### config.mk
export PLATFORM = sky130hd
export DESIGN_NAME = adc_seq_dev_flat
export DESIGN_NICKNAME = d
export VERILOG_FILES = /design/src/adc_seq_pkg.sv /design/src/adc_link_if.sv /design/src/adc_seq_dev.sv /design/src/flat_wrapper.sv
export SDC_FILE = /design/constraint.sdc
export NUM_CORES = 1
export LEC_CHECK = 0
export BUFFER_PORTS_ARGS = -buffer_cell sky130_fd_sc_hd__buf_2
export CAP_MARGIN = 20
export CORE_ASPECT_RATIO = 1.5
export CORE_UTILIZATION = 25
export CTS_BUF_LIST = sky130_fd_sc_hd__clkbuf_16
export DETAILED_ROUTE_END_ITERATION = 12
export HOLD_SLACK_MARGIN = 0.1
export PLACE_DENSITY = 0.41
export SYNTH_ARGS = -nofsm -noshare
export SYNTH_HDL_FRONTEND = slang
export SYNTH_SLANG_ARGS = --single-unit
### constraint.sdc
create_clock -name clk_i -period 2.44 [get_ports clk_i]
set_clock_uncertainty 0.15 [all_clocks]
set_input_delay 0.732 -clock clk_i [delete_from_list [all_inputs] [get_ports clk_i]]
set_output_delay 0.732 -clock clk_i [all_outputs]
set_load 0.01 [all_outputs]
### src/adc_seq_pkg.sv
/*
 * shared constants for the serial converter sequencer: frame lengths,
 * bit positions, timing figures and the cycle counts derived from them.
 * assumes a 200 MHz system clock on both ends.
 */
package adc_seq_pkg;

	// ==========================================================
	// frame layout
	localparam int          RES_BITS      = 12;
	localparam int          FRAME_CLKS    = 16;
	localparam int          WARMUP_CLKS   = 3;
	localparam int          LAST_DEC_CLK  = 15;
	localparam int          FIRST_OUT_CLK = 5;
	localparam logic [4:0]  CNT_RST       = 5'h00;
	localparam logic [11:0] RESULT_RST    = 12'h000;

	// ==========================================================
	// timing
	localparam int CLK_MHZ       = 200;
	localparam int POR_TIME_US   = 2500;
	localparam int POR_CYC       = POR_TIME_US * CLK_MHZ;
	localparam int TRACK_TIME_NS = 200;
	localparam int TRACK_CYC     = (TRACK_TIME_NS * CLK_MHZ + 999) / 1000;
	// serial clock half period: 10 MHz top rate needs 100 ns period
	localparam int SCLK_HALF_NS  = 50;
	localparam int SCLK_HALF_CYC = (SCLK_HALF_NS * CLK_MHZ + 999) / 1000;
	localparam int DUMMY_TIME_NS = 1600;

	typedef enum {DEV_POR, DEV_TRACK, DEV_WARM, DEV_CONV, DEV_ZERO} dev_state_t;
	typedef enum {MST_POR, MST_IDLE, MST_LOW, MST_HIGH, MST_GAP} mst_state_t;

endpackage

### src/adc_link_if.sv
/*
 * the serial link between converter and master: select, serial clock
 * and the three-signal serial data pin. the bus level is resolved here.
 * assumes the testbench instantiates it and joins both ends.
 */
`timescale 1ns/1ps
`default_nettype none
interface adc_link_if;
	logic select_n;
	logic sclk;
	logic serial_out;
	logic serial_out_oe;
	logic serial_in;

	// released pin floats; model it as a pulled-up level for the master
	assign serial_in = serial_out_oe ? serial_out : 1'b1;

	modport dev (input select_n, input sclk, output serial_out, output serial_out_oe);
	modport mst (output select_n, output sclk, input serial_in);
endinterface
`default_nettype wire

### src/adc_seq_dev.sv
/*
 * converter end: sequences tracking, warm-up, twelve decisions and
 * serial readout from the select and serial clock of the link.
 * assumes the master keeps its own timing; select and serial clock are
 * asynchronous to clk_i and are synchronised here.
 */
// How it works
// - select high: comparator off, capacitors tracking
// - select falling freezes the tracked value
// - master gives sixteen clocks per frame; here clocks_i of 1 to 15 gives fewer
// - first three clocks warm up comparator
// - twelve decisions, one per clock
// - each decision output one clock later
// - last decision clock fifteen, then track
// - final bit shown in sixteenth clock
// - after last bit, output drives zero
// - select high releases the data pin
// - power-on reset about 2.5 ms first
// - master runs one discarded dummy conversion
// - dummy lasts 1.6 us, finish first
// - then select alone picks track or convert
// - at least 200 ns tracking before conversion
// - acquisition at most 200 ns for top rate
// - early select rise cuts resolution short
// - output changes on falling clock edges
// - result coded in two's complement
// - serial clock between 10 kHz and 10 MHz
`timescale 1ns/1ps
`default_nettype none
module adc_seq_dev
	import adc_seq_pkg::*;
#(
	parameter int POR_CYCLES = POR_CYC
) (
	// clock and reset
	input  wire logic        clk_i,
	input  wire logic        resetn_i,
	// link
	adc_link_if.dev          link,
	// analog stand-in: the sample to convert, two's complement
	input  wire logic [11:0] sample_i,
	// status
	output logic             comp_on_o,
	output logic             tracking_o,
	output logic             ready_o
);

	// ==========================================================
	// synchronisers
	logic [1:0] sel_sync_ff;
	logic [1:0] clk_sync_ff;
	logic       sel_d_ff;
	logic       clk_d_ff;

	always_ff @(posedge clk_i or negedge resetn_i) begin
		if (!resetn_i) begin
			sel_sync_ff <= 2'h3;
			clk_sync_ff <= 2'h0;
			sel_d_ff    <= 1'b1;
			clk_d_ff    <= 1'b0;
		end else begin
			sel_sync_ff <= {sel_sync_ff[0], link.select_n};
			clk_sync_ff <= {clk_sync_ff[0], link.sclk};
			sel_d_ff    <= sel_sync_ff[1];
			clk_d_ff    <= clk_sync_ff[1];
		end
	end

	logic sel_low;
	logic sel_fall;
	logic sclk_fall;
	assign sel_low   = !sel_sync_ff[1];
	assign sel_fall  = sel_d_ff && !sel_sync_ff[1];
	assign sclk_fall = clk_d_ff && !clk_sync_ff[1];

	// ==========================================================
	// sequencer
	dev_state_t  state_ff, nxt_state;
	logic [31:0] por_cnt_ff, nxt_por_cnt;
	logic [4:0]  edge_cnt_ff, nxt_edge_cnt;
	logic [11:0] held_ff, nxt_held;
	logic [11:0] shift_ff, nxt_shift;
	logic        dec_bit_ff, nxt_dec_bit;
	logic        dec_valid_ff, nxt_dec_valid;
	logic        out_ff, nxt_out;
	logic        oe_ff, nxt_oe;
	logic        comp_on_ff, nxt_comp_on;
	logic        track_ff, nxt_track;
	logic        ready_ff, nxt_ready;

	always_comb begin
		nxt_state     = state_ff;
		nxt_por_cnt   = por_cnt_ff;
		nxt_edge_cnt  = edge_cnt_ff;
		nxt_held      = held_ff;
		nxt_shift     = shift_ff;
		nxt_dec_bit   = dec_bit_ff;
		nxt_dec_valid = dec_valid_ff;
		nxt_out       = out_ff;
		nxt_oe        = oe_ff;
		nxt_comp_on   = comp_on_ff;
		nxt_track     = track_ff;
		nxt_ready     = ready_ff;
		case (state_ff)
			DEV_POR: begin
				nxt_oe      = 1'b0;
				nxt_track   = 1'b1;
				nxt_comp_on = 1'b0;
				if (por_cnt_ff >= 32'(POR_CYCLES - 1)) begin
					nxt_ready = 1'b1;
					nxt_state = DEV_TRACK;
				end else begin
					nxt_por_cnt = por_cnt_ff + 32'h00000001;
				end
			end
			DEV_TRACK: begin
				nxt_comp_on = 1'b0;
				nxt_track   = 1'b1;
				nxt_oe      = 1'b0;
				if (sel_fall) begin
					nxt_held      = sample_i;
					nxt_track     = 1'b0;
					nxt_comp_on   = 1'b1;
					nxt_edge_cnt  = CNT_RST;
					nxt_dec_valid = 1'b0;
					nxt_out       = 1'b0;
					nxt_oe        = 1'b1;
					nxt_state     = DEV_WARM;
				end
			end
			DEV_WARM, DEV_CONV, DEV_ZERO: begin
				if (!sel_low) begin
					// release pin; short cycle ends frame
					nxt_oe      = 1'b0;
					nxt_comp_on = 1'b0;
					nxt_track   = 1'b1;
					nxt_state   = DEV_TRACK;
				end else if (sclk_fall) begin
					nxt_edge_cnt = edge_cnt_ff + 5'h01;
					// previous decision shown on falling edge
					nxt_out      = dec_valid_ff ? dec_bit_ff : 1'b0;
					nxt_dec_valid = 1'b0;
					if (state_ff == DEV_WARM) begin
						if (edge_cnt_ff == 5'(WARMUP_CLKS - 1)) begin
							nxt_shift = held_ff;
							nxt_state = DEV_CONV;
						end
					end else if (state_ff == DEV_CONV) begin
						// one bit per clock, msb first
						nxt_dec_bit   = shift_ff[RES_BITS-1];
						nxt_dec_valid = 1'b1;
						nxt_shift     = {shift_ff[RES_BITS-2:0], 1'b0};
						if (edge_cnt_ff == 5'(LAST_DEC_CLK - 1)) begin
							nxt_comp_on = 1'b0;
							nxt_track   = 1'b1;
							nxt_state   = DEV_ZERO;
						end
					end
				end
			end
			default: nxt_state = DEV_POR;
		endcase
	end

	always_ff @(posedge clk_i or negedge resetn_i) begin
		if (!resetn_i) begin
			state_ff     <= DEV_POR;
			por_cnt_ff   <= 32'h00000000;
			edge_cnt_ff  <= CNT_RST;
			held_ff      <= RESULT_RST;
			shift_ff     <= RESULT_RST;
			dec_bit_ff   <= 1'b0;
			dec_valid_ff <= 1'b0;
			out_ff       <= 1'b0;
			oe_ff        <= 1'b0;
			comp_on_ff   <= 1'b0;
			track_ff     <= 1'b1;
			ready_ff     <= 1'b0;
		end else begin
			state_ff     <= nxt_state;
			por_cnt_ff   <= nxt_por_cnt;
			edge_cnt_ff  <= nxt_edge_cnt;
			held_ff      <= nxt_held;
			shift_ff     <= nxt_shift;
			dec_bit_ff   <= nxt_dec_bit;
			dec_valid_ff <= nxt_dec_valid;
			out_ff       <= nxt_out;
			oe_ff        <= nxt_oe;
			comp_on_ff   <= nxt_comp_on;
			track_ff     <= nxt_track;
			ready_ff     <= nxt_ready;
		end
	end

	// ==========================================================
	// outputs
	assign link.serial_out    = out_ff;
	assign link.serial_out_oe = oe_ff;
	assign comp_on_o          = comp_on_ff;
	assign tracking_o         = track_ff;
	assign ready_o            = ready_ff;

endmodule
`default_nettype wire

### src/flat_wrapper.sv
// flat-port wrapper written by rule: the top's interface ports become plain ports
module adc_seq_dev_flat import adc_seq_pkg::*;
#(
	parameter int POR_CYCLES = POR_CYC
)
  (clk_i, resetn_i, sample_i, comp_on_o, tracking_o, ready_o, link_select_n, link_sclk, link_serial_out, link_serial_out_oe);
  adc_link_if link_i ();
  input  wire logic clk_i;
  input  wire logic resetn_i;
  input  wire logic [11:0] sample_i;
  output logic comp_on_o;
  output logic tracking_o;
  output logic ready_o;
  input wire logic [$bits(link_i.select_n)-1:0] link_select_n;
  input wire logic [$bits(link_i.sclk)-1:0] link_sclk;
  output wire logic [$bits(link_i.serial_out)-1:0] link_serial_out;
  output wire logic [$bits(link_i.serial_out_oe)-1:0] link_serial_out_oe;
  assign link_i.select_n = link_select_n;
  assign link_i.sclk = link_sclk;
  assign link_serial_out = link_i.serial_out;
  assign link_serial_out_oe = link_i.serial_out_oe;
  adc_seq_dev #(.POR_CYCLES(POR_CYCLES)) u_core (.clk_i(clk_i), .resetn_i(resetn_i), .link(link_i), .sample_i(sample_i), .comp_on_o(comp_on_o), .tracking_o(tracking_o), .ready_o(ready_o));
endmodule
[Word level (Yosys, flattened, before mapping)]
Cells that the tools add are included.
Word-level totals
  register bits after elaboration: 106
  input port bits: 16
  output and inout port bits: 5
  logic and storage cells: 103
Cells by class
  add/sub/neg operators: 2
  magnitude comparators: 1
  eq/ne operators: 21
  muxes and demuxes: 42
  bitwise gates (word level): 3
  reductions and logical operators: 18
Operators by type and width (number)
  $mux W32: 8
  $eq A32 B3 Y1 const B: 3
  $pmux W32 S3: 1
  $eq A32 B2 Y1 const B: 2
  $mux W12: 3
  $add A32 B1 Y32 const B: 1
  $eq A32 B1 Y1 const B: 1
  $ge A32 B19 Y1 const B: 1
  $logic_not A32 Y1: 1
  $mux W1: 21
  $mux W5: 3
  $reduce_and A5 Y1: 3
  $pmux W5 S2: 1
  $ne A3 B1 Y1 const B: 3
  $pmux W1 S3: 3
  $ne A2 B1 Y1 const B: 4
  $ne A4 B1 Y1 const B: 2
  $reduce_and A2 Y1: 4
  $reduce_and A6 Y1: 1
  $add A5 B1 Y5 const B: 1
  $eq A5 B2 Y1 const B: 1
  $eq A5 B4 Y1 const B: 1
  $ne A2 B2 Y1 const B: 2
  $ne A4 B3 Y1 const B: 1
  other kinds (9): 15

[Logic depth before layout (Yosys ltp)]
Gate-level depths: netlist of the first run.
  depth after elaboration: 7
  depth in mapped cells: 7
  depth with buffers taken out: 7

[Least setup slack after synthesis of the first run]
Ideal clock, no wire load.
  path type: reg2reg
  start: register u_core.sel_d_ff (netlist name)
  end: register u_core.dec_bit_ff
  library setup time: 125 ps
  arrival time: 1769 ps
  required time: 2165 ps
  setup slack: 396 ps
  cell stages (with the launch flop): 6
  path through: dfstp_2 > nor2b_1 > nand3_1 > a21o_1 > nor4_1 > mux2_2
RTL lines
  end signal, assigned: RTL line adc_seq_dev.sv:185  | dec_bit_ff <= nxt_dec_bit;
  end, declared: RTL line adc_seq_dev.sv:83  | logic dec_bit_ff, nxt_dec_bit;

[Final worst setup path of the first run]
  start: register u_core.por_cnt_ff[20]
  end: register u_core.por_cnt_ff[9]
Between the ends
  word-level cells in the longest chain between the ends: 3
RTL lines
  start, declared: RTL line adc_seq_dev.sv:79  | logic [31:0] por_cnt_ff, nxt_por_cnt;
  start signal, assigned: RTL line adc_seq_dev.sv:181  | por_cnt_ff <= nxt_por_cnt;
  $ge A32 B19 Y1: RTL line adc_seq_dev.sv:109  | if (por_cnt_ff >= 32'(POR_CYCLES - 1)) begin
  $not A1 Y1 (no line)
  $reduce_and A2 Y1 (no line)
No other way between the ends.
A chain may end at the register's enable or synchronous reset.

==> run metrics, run 1 <==
Overflow after GRT=0; Finish-stage setup viols=0; Adder-Cell Fraction of Synth Area=1.14%; GR met3 Demand/Resource=2.88%; setup bufs post-CTS=0; placer's final routability congestion estimate=0.723; vias after detailed routing=2193; vias in the first global route=2284; post-cts resize count=0; CTS buffer count=9; CP required=2.54 ns; ant diodes=0; power density of the placed cells=652 nW/um^2; Critical path destination=u_core.por_cnt_ff[9]; GRT busiest layer=met2; synthesized instance count=313; Avg Cell Area, Syn=10.5 um^2; GR Layer Usage met1=14.0%; worst r2r src=u_core.por_cnt_ff[20]; most common cell in the netlist=dfrtp_1; Max clock buf depth=2; DR iter-0 viols=44; Routed Antenna Nets=0; layout net count=351; final WL=6710 um; root buf cell=clkbuf_16; status=complete, no violations; total iterations of the first detailed-routing run=4; CTS tree=done; Slew Limit Fails=0; Initial Util=26.0%; Placed Instances=477; area of the multi-input gates=1230 um^2; syn nets=332; post-layout min period=2.15 ns; WP data arrival=2.26 ns; crit end category=register; warning count from the yosys run=0; Synth Area in Simple Gates=20.0%; Vias/cell=4.45; post-synth cell types=42; top post-synthesis cells by count=dfrtp_1, nand2_1, clkbuf_1; Net Switching=537 uW; Worst Path Max Fanout=4; largest family of logic cells by synthesized area=simple AND/OR/NAND/NOR gates; Layout area overhead=17.5%; CTS Hold Bufs=0; max_cap viols=0; FF+latch area=1930 um^2; kind of critical path=register to register; Post-Synth XOR/XNOR Area=5.07%; Worst-Skew Late Latency=0.34 ns; crit path from=u_core.por_cnt_ff[20]; PortBufs=20; core footprint=12600 um^2; Main synth FF type=dfrtp_1; async set-reset flop share out of synthesis=100%; # clock sinks=77; mux cell area share after synthesis=3.70%; detailed placement HPWL=4700 um; final design utilization=30.5%; FMAX=464 MHz; reg2reg setup slack=0.29 ns; worst-margin pin slew=0.527 ns; met2 GRT Util=18.3%; non-filler instance count after layout=493; drt drc=0; combinational group share of total power=1.9%; P_leak=0.00169 uW; fin crit share=88.3%; Setup crit start kind=register; r2r endpoint=u_core.por_cnt_ff[9]; RSZ-0062 raised after global routing=false; Clock Pin Slew Worst Setup and Hold Paths=0.06 ns; die width=95.5 um; H-Tree Depth=3; Tot GR Track Use=11.3%; clock power share=46.7%; compound-gate portion of the synthesized area=7.29%; Slew HR=64.7%; fillers=1355; Peak VDD IR=0.000286 V; FF-to-FF path depth=5; # rows=50; Cell Int Power=1970 uW; Die Y=142 um; Sequential Power Share=51.3%; Area contributors post-synth=dfrtp_1, nand2_1, xnor2_1; hold crit path type=primary input to async pin; die footprint=13600 um^2; post-synthesis sequential area ratio=58.9%; IO Pins=21; Setup TNS Final=0 ns; FF+latch count, synth=77; first-pass GRT wire length=11500 um; wire length per cell=13.6 um; sw frac=21.4%; largest net degree at the start of global routing=36; post-synth top area cell=dfrtp_1; top-area cell type share of the netlist area=55.7%; initial antenna violation count=0; mapped cell area=3280 um^2; Fin. Hold Viols=0; EDFF count, synth=0; share of layout cells above drive strength 1=16.9%
metrics by stage:
stage                     setup slack [ns]  hold WS [ns]  total power [uW]  cell area [um^2]
after floorplan                      0.396         0.181              1320              3280
after global placement               0.300         0.188              1360              3590
after detailed placement             0.281         0.185              1360              3590
after CTS                            0.254         0.172              2550              3850
after global routing                 0.104         0.184              2630              3850
final                                0.286         0.159              2510              3850
per-layer routing:
layer | wire length, um | share of wire (%)
met4 | 135 | 2.0
met2 | 3270 | 49
met5 | 0 | 0
met1 | 3140 | 47
met3 | 165 | 2.5
flip-flops by register name, indices dropped and copies added (netlist names), 2 cells and up:
| register | cells |
|---|---|
| u_core.state_ff | 3 |
| u_core.sel_sync_ff | 2 |
| u_core.edge_cnt_ff | 5 |
| u_core.clk_sync_ff | 2 |
| u_core.held_ff | 12 |
| u_core.shift_ff | 12 |
| u_core.por_cnt_ff | 32 |
how the worst min path moves through the flow:
stage                                startpoint                     end  slack [ns]
after global placement    u_core.clk_sync_ff[0]   u_core.clk_sync_ff[1]        0.19
after global routing                   resetn_i       u_core.held_ff[5]        0.18
after CTS                              resetn_i  u_core.link.serial_out        0.17
final                                  resetn_i  u_core.link.serial_out        0.16
after floorplan           u_core.clk_sync_ff[0]   u_core.clk_sync_ff[1]        0.18
after detailed placement  u_core.clk_sync_ff[0]   u_core.clk_sync_ff[1]        0.18
kinds of logic (layout without fill, tap and decap cells):
kind of cell,Yosys count,in the layout
buffers and inverters,32,56
xor gates and xnor gates,19,19
and+or+nand+nor,131,131
adders and majority gates,3,3
muxes,12,12
AOI/OAI and AO/OA,39,39
DFF,77,77
worst max-delay path, cell delays in order, from the launching register on:
cell,delay (ns)
dfrtp_1,0.37
nor4_1,0.27
nand4_1,0.24
or4_4,0.64
nor4_4,0.23
xor2_1,0.17
layout make-up:
class	instances	share of cell area [%]
tap	156	5.07
multi-input combinational	204	31.8
sequential	77	50.1
inverter	7	0.682
timing repair buffer	33	5.52
clock inverter	7	0.909
clock buffer	9	5.85
power by group through the flow:
stage / sequential [uW] / combinational, uW / clock, uW
2_1_floorplan: 1310 / 6.98 / 0
5_1_grt: 1290 / 58.7 / 1280
3_5_place_dp: 1310 / 52.3 / 0
6_report: 1290 / 48.9 / 1170
4_1_cts: 1290 / 52.4 / 1210
3_3_place_gp: 1310 / 52.2 / 0
layout by cell type (no fill, tap or decap), types with 2 or more instances in the layout:
cell type / count
a211oi_1: 2
a21o_1: 3
a21oi_1: 4
a22oi_1: 2
and3_1: 2
and4_1: 2
buf_2: 19
buf_4: 13
clkbuf_16: 9
clkinv_2: 4
dfrtp_1: 73
dfstp_2: 4
ha_1: 3
inv_1: 8
mux2i_1: 11
nand2_1: 64
nand3_1: 8
nand4_1: 13
nor2_1: 11
nor2b_1: 5
nor3_1: 10
nor4_1: 4
o21ai_0: 18
o31ai_1: 3
or3_1: 2
xnor2_1: 16
xor2_1: 3
Power figures use the tool's default switching activity.
==> run 2: changes to the inputs <==
clock period = 2.3 ns   (was 2.44 ns; I/O delays follow)
==> run metrics, run 2 (synthesized netlist as in run 1, its figures left out) <==
status=complete, no violations (unchanged); first-pass GRT wire length=11900 um (was 11500 um); Routed Antenna Nets=0 (unchanged); crit end category=register (unchanged); drt drc=0 (unchanged); r2r endpoint=u_core.por_cnt_ff[9] (unchanged); Biggest register=u_core.por_cnt_ff (unchanged); most frequent cells in the layout=dfrtp_1, nand2_1, buf_2, o21ai_0 (was dfrtp_1, nand2_1, buf_2, o21ai_0, xnor2_1); placer's final routability congestion estimate=0.746 (was 0.723); CP required=2.40 ns (was 2.54 ns); Worst Path Max Fanout=4 (unchanged); Worst-Skew Late Latency=0.33 ns (was 0.34 ns); layout net count=355 (was 351); FMAX=465 MHz (was 464 MHz); largest registers=u_core.por_cnt_ff (32), u_core.held_ff (12), u_core.shift_ff (12) (unchanged); FF-to-FF path depth=5 (unchanged); wire length per cell=13.8 um (was 13.6 um); setup bufs post-CTS=0 (unchanged); Clock Pin Slew Worst Setup and Hold Paths=0.06 ns (about the same); P_leak=0.00171 uW (was 0.00169 uW); # rows=50 (unchanged); Tot GR Track Use=11.6% (was 11.3%); Slew Limit Fails=0 (unchanged); vias in the first global route=2432 (was 2284); Die Y=142 um (unchanged); fin crit share=93.6% (was 88.3%); CTS tree=done (unchanged); Layout area overhead=18.4% (was 17.5%); ant diodes=0 (unchanged); Hold Slack=0.198 ns (was 0.159 ns); Vias/cell=4.46 (was 4.45); largest net degree at the start of global routing=41 (was 36); CTS Hold Bufs=1 (was 0); power density of the placed cells=687 nW/um^2 (was 652 nW/um^2); Post-DP Area=3610 um^2 (was 3590 um^2); share of layout cells above drive strength 1=17.6% (was 16.9%); Initial Util=26.0% (unchanged); post-cts resize count=0 (unchanged); detailed placement HPWL=4800 um (was 4700 um); crit-path leading delay family=simple AND/OR/NAND/NOR gates (unchanged); hold crit path type=register to register (was primary input to async pin); fillers=1344 (was 1355); cells along the critical path=nor4_1 -> nand4_1 -> or4_4 -> nor4_4 -> xor2_1 (unchanged); core footprint=12600 um^2 (unchanged); pre-CTS WS=0.126 ns (was 0.281 ns); Max clock buf depth=2 (unchanged); Fin. Hold Viols=0 (unchanged); H-Tree Depth=3 (unchanged); root buf cell=clkbuf_16 (unchanged); max_cap viols=0 (unchanged); total iterations of the first detailed-routing run=4 (unchanged); DR iter-0 viols=136 (was 44); Buf/Inv on CP=0 (unchanged); final WL=6880 um (was 6710 um); Overflow after GRT=0 (unchanged); most common cell after layout, fill and taps aside=dfrtp_1 (unchanged); final worst setup slack=0.148 ns (was 0.286 ns); max reg flops=32 (unchanged); PortBufs=20 (unchanged); RSZ-0062 raised after global routing=false (unchanged); CTS buffer count=9 (unchanged); WP data arrival=2.25 ns (was 2.26 ns); worst hold path startpoint=u_core.clk_sync_ff[0]; # clock sinks=77 (unchanged); Finish-stage setup viols=0 (unchanged); Largest stage delay, worst path=0.61 ns (was 0.64 ns); Final Cell Area=3880 um^2 (was 3850 um^2); worst-margin pin slew=0.656 ns (was 0.527 ns); hold path cells=0; reg2reg setup slack=0.15 ns (was 0.29 ns); worst r2r src=u_core.por_cnt_ff[19] (was u_core.por_cnt_ff[20]); die width=95.5 um (unchanged); Setup TNS Final=0 ns (unchanged); sink of the worst hold path=u_core.clk_sync_ff[1]; Slew HR=56.0% (was 64.7%); die footprint=13600 um^2 (unchanged); IO Pins=21 (unchanged); vias after detailed routing=2219 (was 2193); Setup crit start kind=register (unchanged); Worst path slowest cell=or4_4 (unchanged); kind of critical path=register to register (unchanged); initial antenna violation count=0 (unchanged); post-layout min period=2.15 ns (about the same); Peak VDD IR=0.000307 V (was 0.000286 V)
-- run 2: changes by cell type in the layout (fill, tap and decap cells not counted) --
cell           change
clkinv_2           +1
dlygate4sd3_1      +1
clkinv_1           +1
buf_4              +3
inv_1              -1
clkinvlp_4         -1
-- run 2: how the worst max path moves through the flow --
stage	slack (ns)	start	endpoint	cells past startpoint
floorplan	0.26	u_core.sel_d_ff	u_core.dec_bit_ff	5
global placement	0.16	u_core.por_cnt_ff[19]	u_core.por_cnt_ff[7]	5
detailed placement	0.13	u_core.por_cnt_ff[19]	u_core.por_cnt_ff[9]	5
CTS	0.1	u_core.por_cnt_ff[19]	u_core.por_cnt_ff[9]	5
global route	0.04	u_core.edge_cnt_ff[0]	u_core.state_ff[0]	7
finish	0.15	u_core.por_cnt_ff[19]	u_core.por_cnt_ff[9]	5
-- run 2: worst register-to-register path: stages, from the launching register on --
cell     delay, ns
dfrtp_1       0.38
nor4_1        0.35
nand4_1       0.18
or4_4         0.61
nor4_4        0.24
xor2_1        0.17
-- run 2: layer usage --
metal / up-vias / routed length (um) / track usage (%)
met5: - / 0 / 0
met4: 0 / 107 / 5.18
met3: 9 / 217 / 2.99
met2: 19 / 3490 / 19.5
met1: 1080 / 3070 / 13.7
li1: 1111 / - / -
-- run 2: layout make-up --
type,count,area [um^2],area share [%]
multi-input cells,204,1230,31.6
repair buffers,37,245,6.32
inverters,7,26.3,0.677
clock buffers,9,225,5.80
flip-flops and latches,77,1930,49.8
well taps,156,195,5.03
clock inverters,7,32.5,0.838
-- run 2: stage by stage --
step                util (%)  std cells  power, uW
finish                  30.7        497       2670
global route            30.7        497       2790
CTS                     30.7        497       2720
detailed placement      28.6        480       1450
global placement        28.6        480       1450
floorplan                  -        313       1400
-- run 2: power by group --
part | switching, uW | internal (uW) | total [uW]
registers | 2.36 | 1360 | 1360
clock network | 531 | 712 | 1240
logic | 38.1 | 19.8 | 57.9
total | 572 | 2090 | 2670
==> run 3: changes to the inputs <==
CORE_ASPECT_RATIO = default   (was 1.5)
==> run metrics, run 3 (synthesized netlist as in run 1, its figures left out) <==
root buf cell=clkbuf_16 (unchanged); first-pass GRT wire length=11400 um (was 11900 um); Initial Util=25.8% (was 26.0%); final WL=6600 um (was 6880 um); Finish-stage setup viols=0 (unchanged); reg2reg setup slack=0.13 ns (was 0.15 ns); Hold Slack=0.205 ns (was 0.198 ns); Max clock buf depth=2 (unchanged); post-layout power=2820 uW (was 2670 uW); CP required=2.40 ns (about the same); detailed placement HPWL=4250 um (was 4800 um); PortBufs=20 (unchanged); core footprint=12700 um^2 (was 12600 um^2); power density of the placed cells=714 nW/um^2 (was 687 nW/um^2); # clock sinks=77 (unchanged); Setup crit start kind=register (unchanged); Tot GR Track Use=11.1% (was 11.6%); most frequent cells in the layout=dfrtp_1, nand2_1, buf_2, o21ai_0, xnor2_1 (was dfrtp_1, nand2_1, buf_2, o21ai_0); Post-DP Area=3610 um^2 (about the same); Routed Antenna Nets=0 (unchanged); vias after detailed routing=2201 (was 2219); Fin. Hold Viols=0 (unchanged); largest net degree at the start of global routing=78 (was 41); hold crit path type=primary input to async pin (was register to register); max reg flops=32 (unchanged); H-Tree Depth=3 (unchanged); die width=117 um (was 95.5 um); worst r2r src=u_core.por_cnt_ff[19] (unchanged); placer's final routability congestion estimate=0.701 (was 0.746); CTS tree=done (unchanged); Die Y=117 um (was 142 um); CTS Hold Bufs=0 (was 1); Peak VDD IR=0.000353 V (was 0.000307 V); share of layout cells above drive strength 1=18.3% (was 17.6%); pre-CTS WS=0.111 ns (was 0.126 ns); total iterations of the first detailed-routing run=4 (unchanged); # rows=41 (was 50); drt drc=0 (unchanged); Layout area overhead=20.3% (was 18.4%); Biggest register=u_core.por_cnt_ff (unchanged); Slew Limit Fails=0 (unchanged); Worst Path Max Fanout=4 (unchanged); Slew HR=51.0% (was 56.0%); ant diodes=0 (unchanged); fin crit share=94.3% (was 93.6%); Setup TNS Final=0 ns (unchanged); WP data arrival=2.27 ns (was 2.25 ns); kind of critical path=register to register (unchanged); Overflow after GRT=0 (unchanged); FMAX=461 MHz (was 465 MHz); post-layout min period=2.17 ns (was 2.15 ns); Worst-Skew Late Latency=0.33 ns (about the same); status=complete, no violations (unchanged); Final Cell Area=3940 um^2 (was 3880 um^2); RSZ-0062 raised after global routing=true (was false); vias in the first global route=2296 (was 2432); most common cell after layout, fill and taps aside=dfrtp_1 (unchanged); layout net count=352 (was 355); r2r endpoint=u_core.por_cnt_ff[7] (was u_core.por_cnt_ff[9]); Clock Pin Slew Worst Setup and Hold Paths=0.06 ns (about the same); Vias/cell=4.32 (was 4.46); final worst setup slack=0.131 ns (was 0.148 ns); P_leak=0.00171 uW (about the same); DR iter-0 viols=48 (was 136); largest registers=u_core.por_cnt_ff (32), u_core.held_ff (12), u_core.shift_ff (12) (unchanged); CTS buffer count=9 (unchanged); max_cap viols=0 (unchanged); initial antenna violation count=0 (unchanged); die footprint=13600 um^2 (about the same); FF-to-FF path depth=5 (unchanged); crit end category=register (unchanged); wire length per cell=12.9 um (was 13.8 um); IO Pins=21 (unchanged); worst-margin pin slew=0.731 ns (was 0.656 ns)
run 3: cell types whose count changed in the layout (fill, tap and decap cells not counted), sizes merged:
cell and delta:
buf -2, bufinv +1, clkinv -5, clkinvlp +2, dlygate4sd3 -1, inv +2
run 3: metal layers:
layer / up-vias / GRT usage (%) / part of all wire (%)
li1: 1108 / - / -
met1: 1053 / 14.6 / 51
met2: 31 / 17.0 / 44
met3: 9 / 2.96 / 3.3
met4: 0 / 5.23 / 1.8
met5: - / 0 / 0
run 3: power by group:
group / internal, uW / leakage (uW) / switching (uW)
Sequential: 1360 / 0.000978 / 2.29
Clock: 834 / 0.000141 / 563
Combinational: 17.9 / 0.000589 / 37.6
Total: 2210 / 0.00171 / 603
run 3: final cells by class:
| class | instances | area, um^2 |
|---|---|---|
| Clock buffer | 9 | 225 |
| Clock inverter | 7 | 66.3 |
| Fill cell | 1359 | 8780 |
| Inverter | 7 | 26.3 |
| Multi-Input combinational cell | 204 | 1260 |
| Sequential cell | 77 | 1930 |
| Tap cell | 172 | 215 |
| Timing Repair Buffer | 34 | 220 |
run 3: worst max path at each step:
stage,startpoint,end,slack [ns],cells after the start
after global placement,u_core.por_cnt_ff[19],u_core.por_cnt_ff[7],0.10,5
after floorplan,u_core.sel_d_ff,u_core.dec_bit_ff,0.26,5
after global routing,u_core.por_cnt_ff[20],u_core.por_cnt_ff[9],-0.06,5
after CTS,u_core.por_cnt_ff[19],u_core.por_cnt_ff[7],0.1,5
after detailed placement,u_core.por_cnt_ff[19],u_core.por_cnt_ff[9],0.11,5
final,u_core.por_cnt_ff[19],u_core.por_cnt_ff[7],0.13,5
run 3: worst max-delay path, cell delays in order (launching register included):
cell and delay (ns):
dfrtp_1 0.39, nor4_2 0.27, nand4_1 0.26, or4_4 0.63
nor3_1 0.23, xor2_1 0.18
run 3: through the flow:
step                instances  utilization [%]
finish                    510             31.0
global route              510             31.0
CTS                       509             30.7
detailed placement        493             28.4
global placement          493             28.4
floorplan                 313                -
run 3: repair_timing:
| action | in CTS | in global routing |
|---|---|---|
| buffers inserted | 0 | 1 |
| setup endpoints to repair | 0 | 8 |
| resized for setup | 0 | 5 |
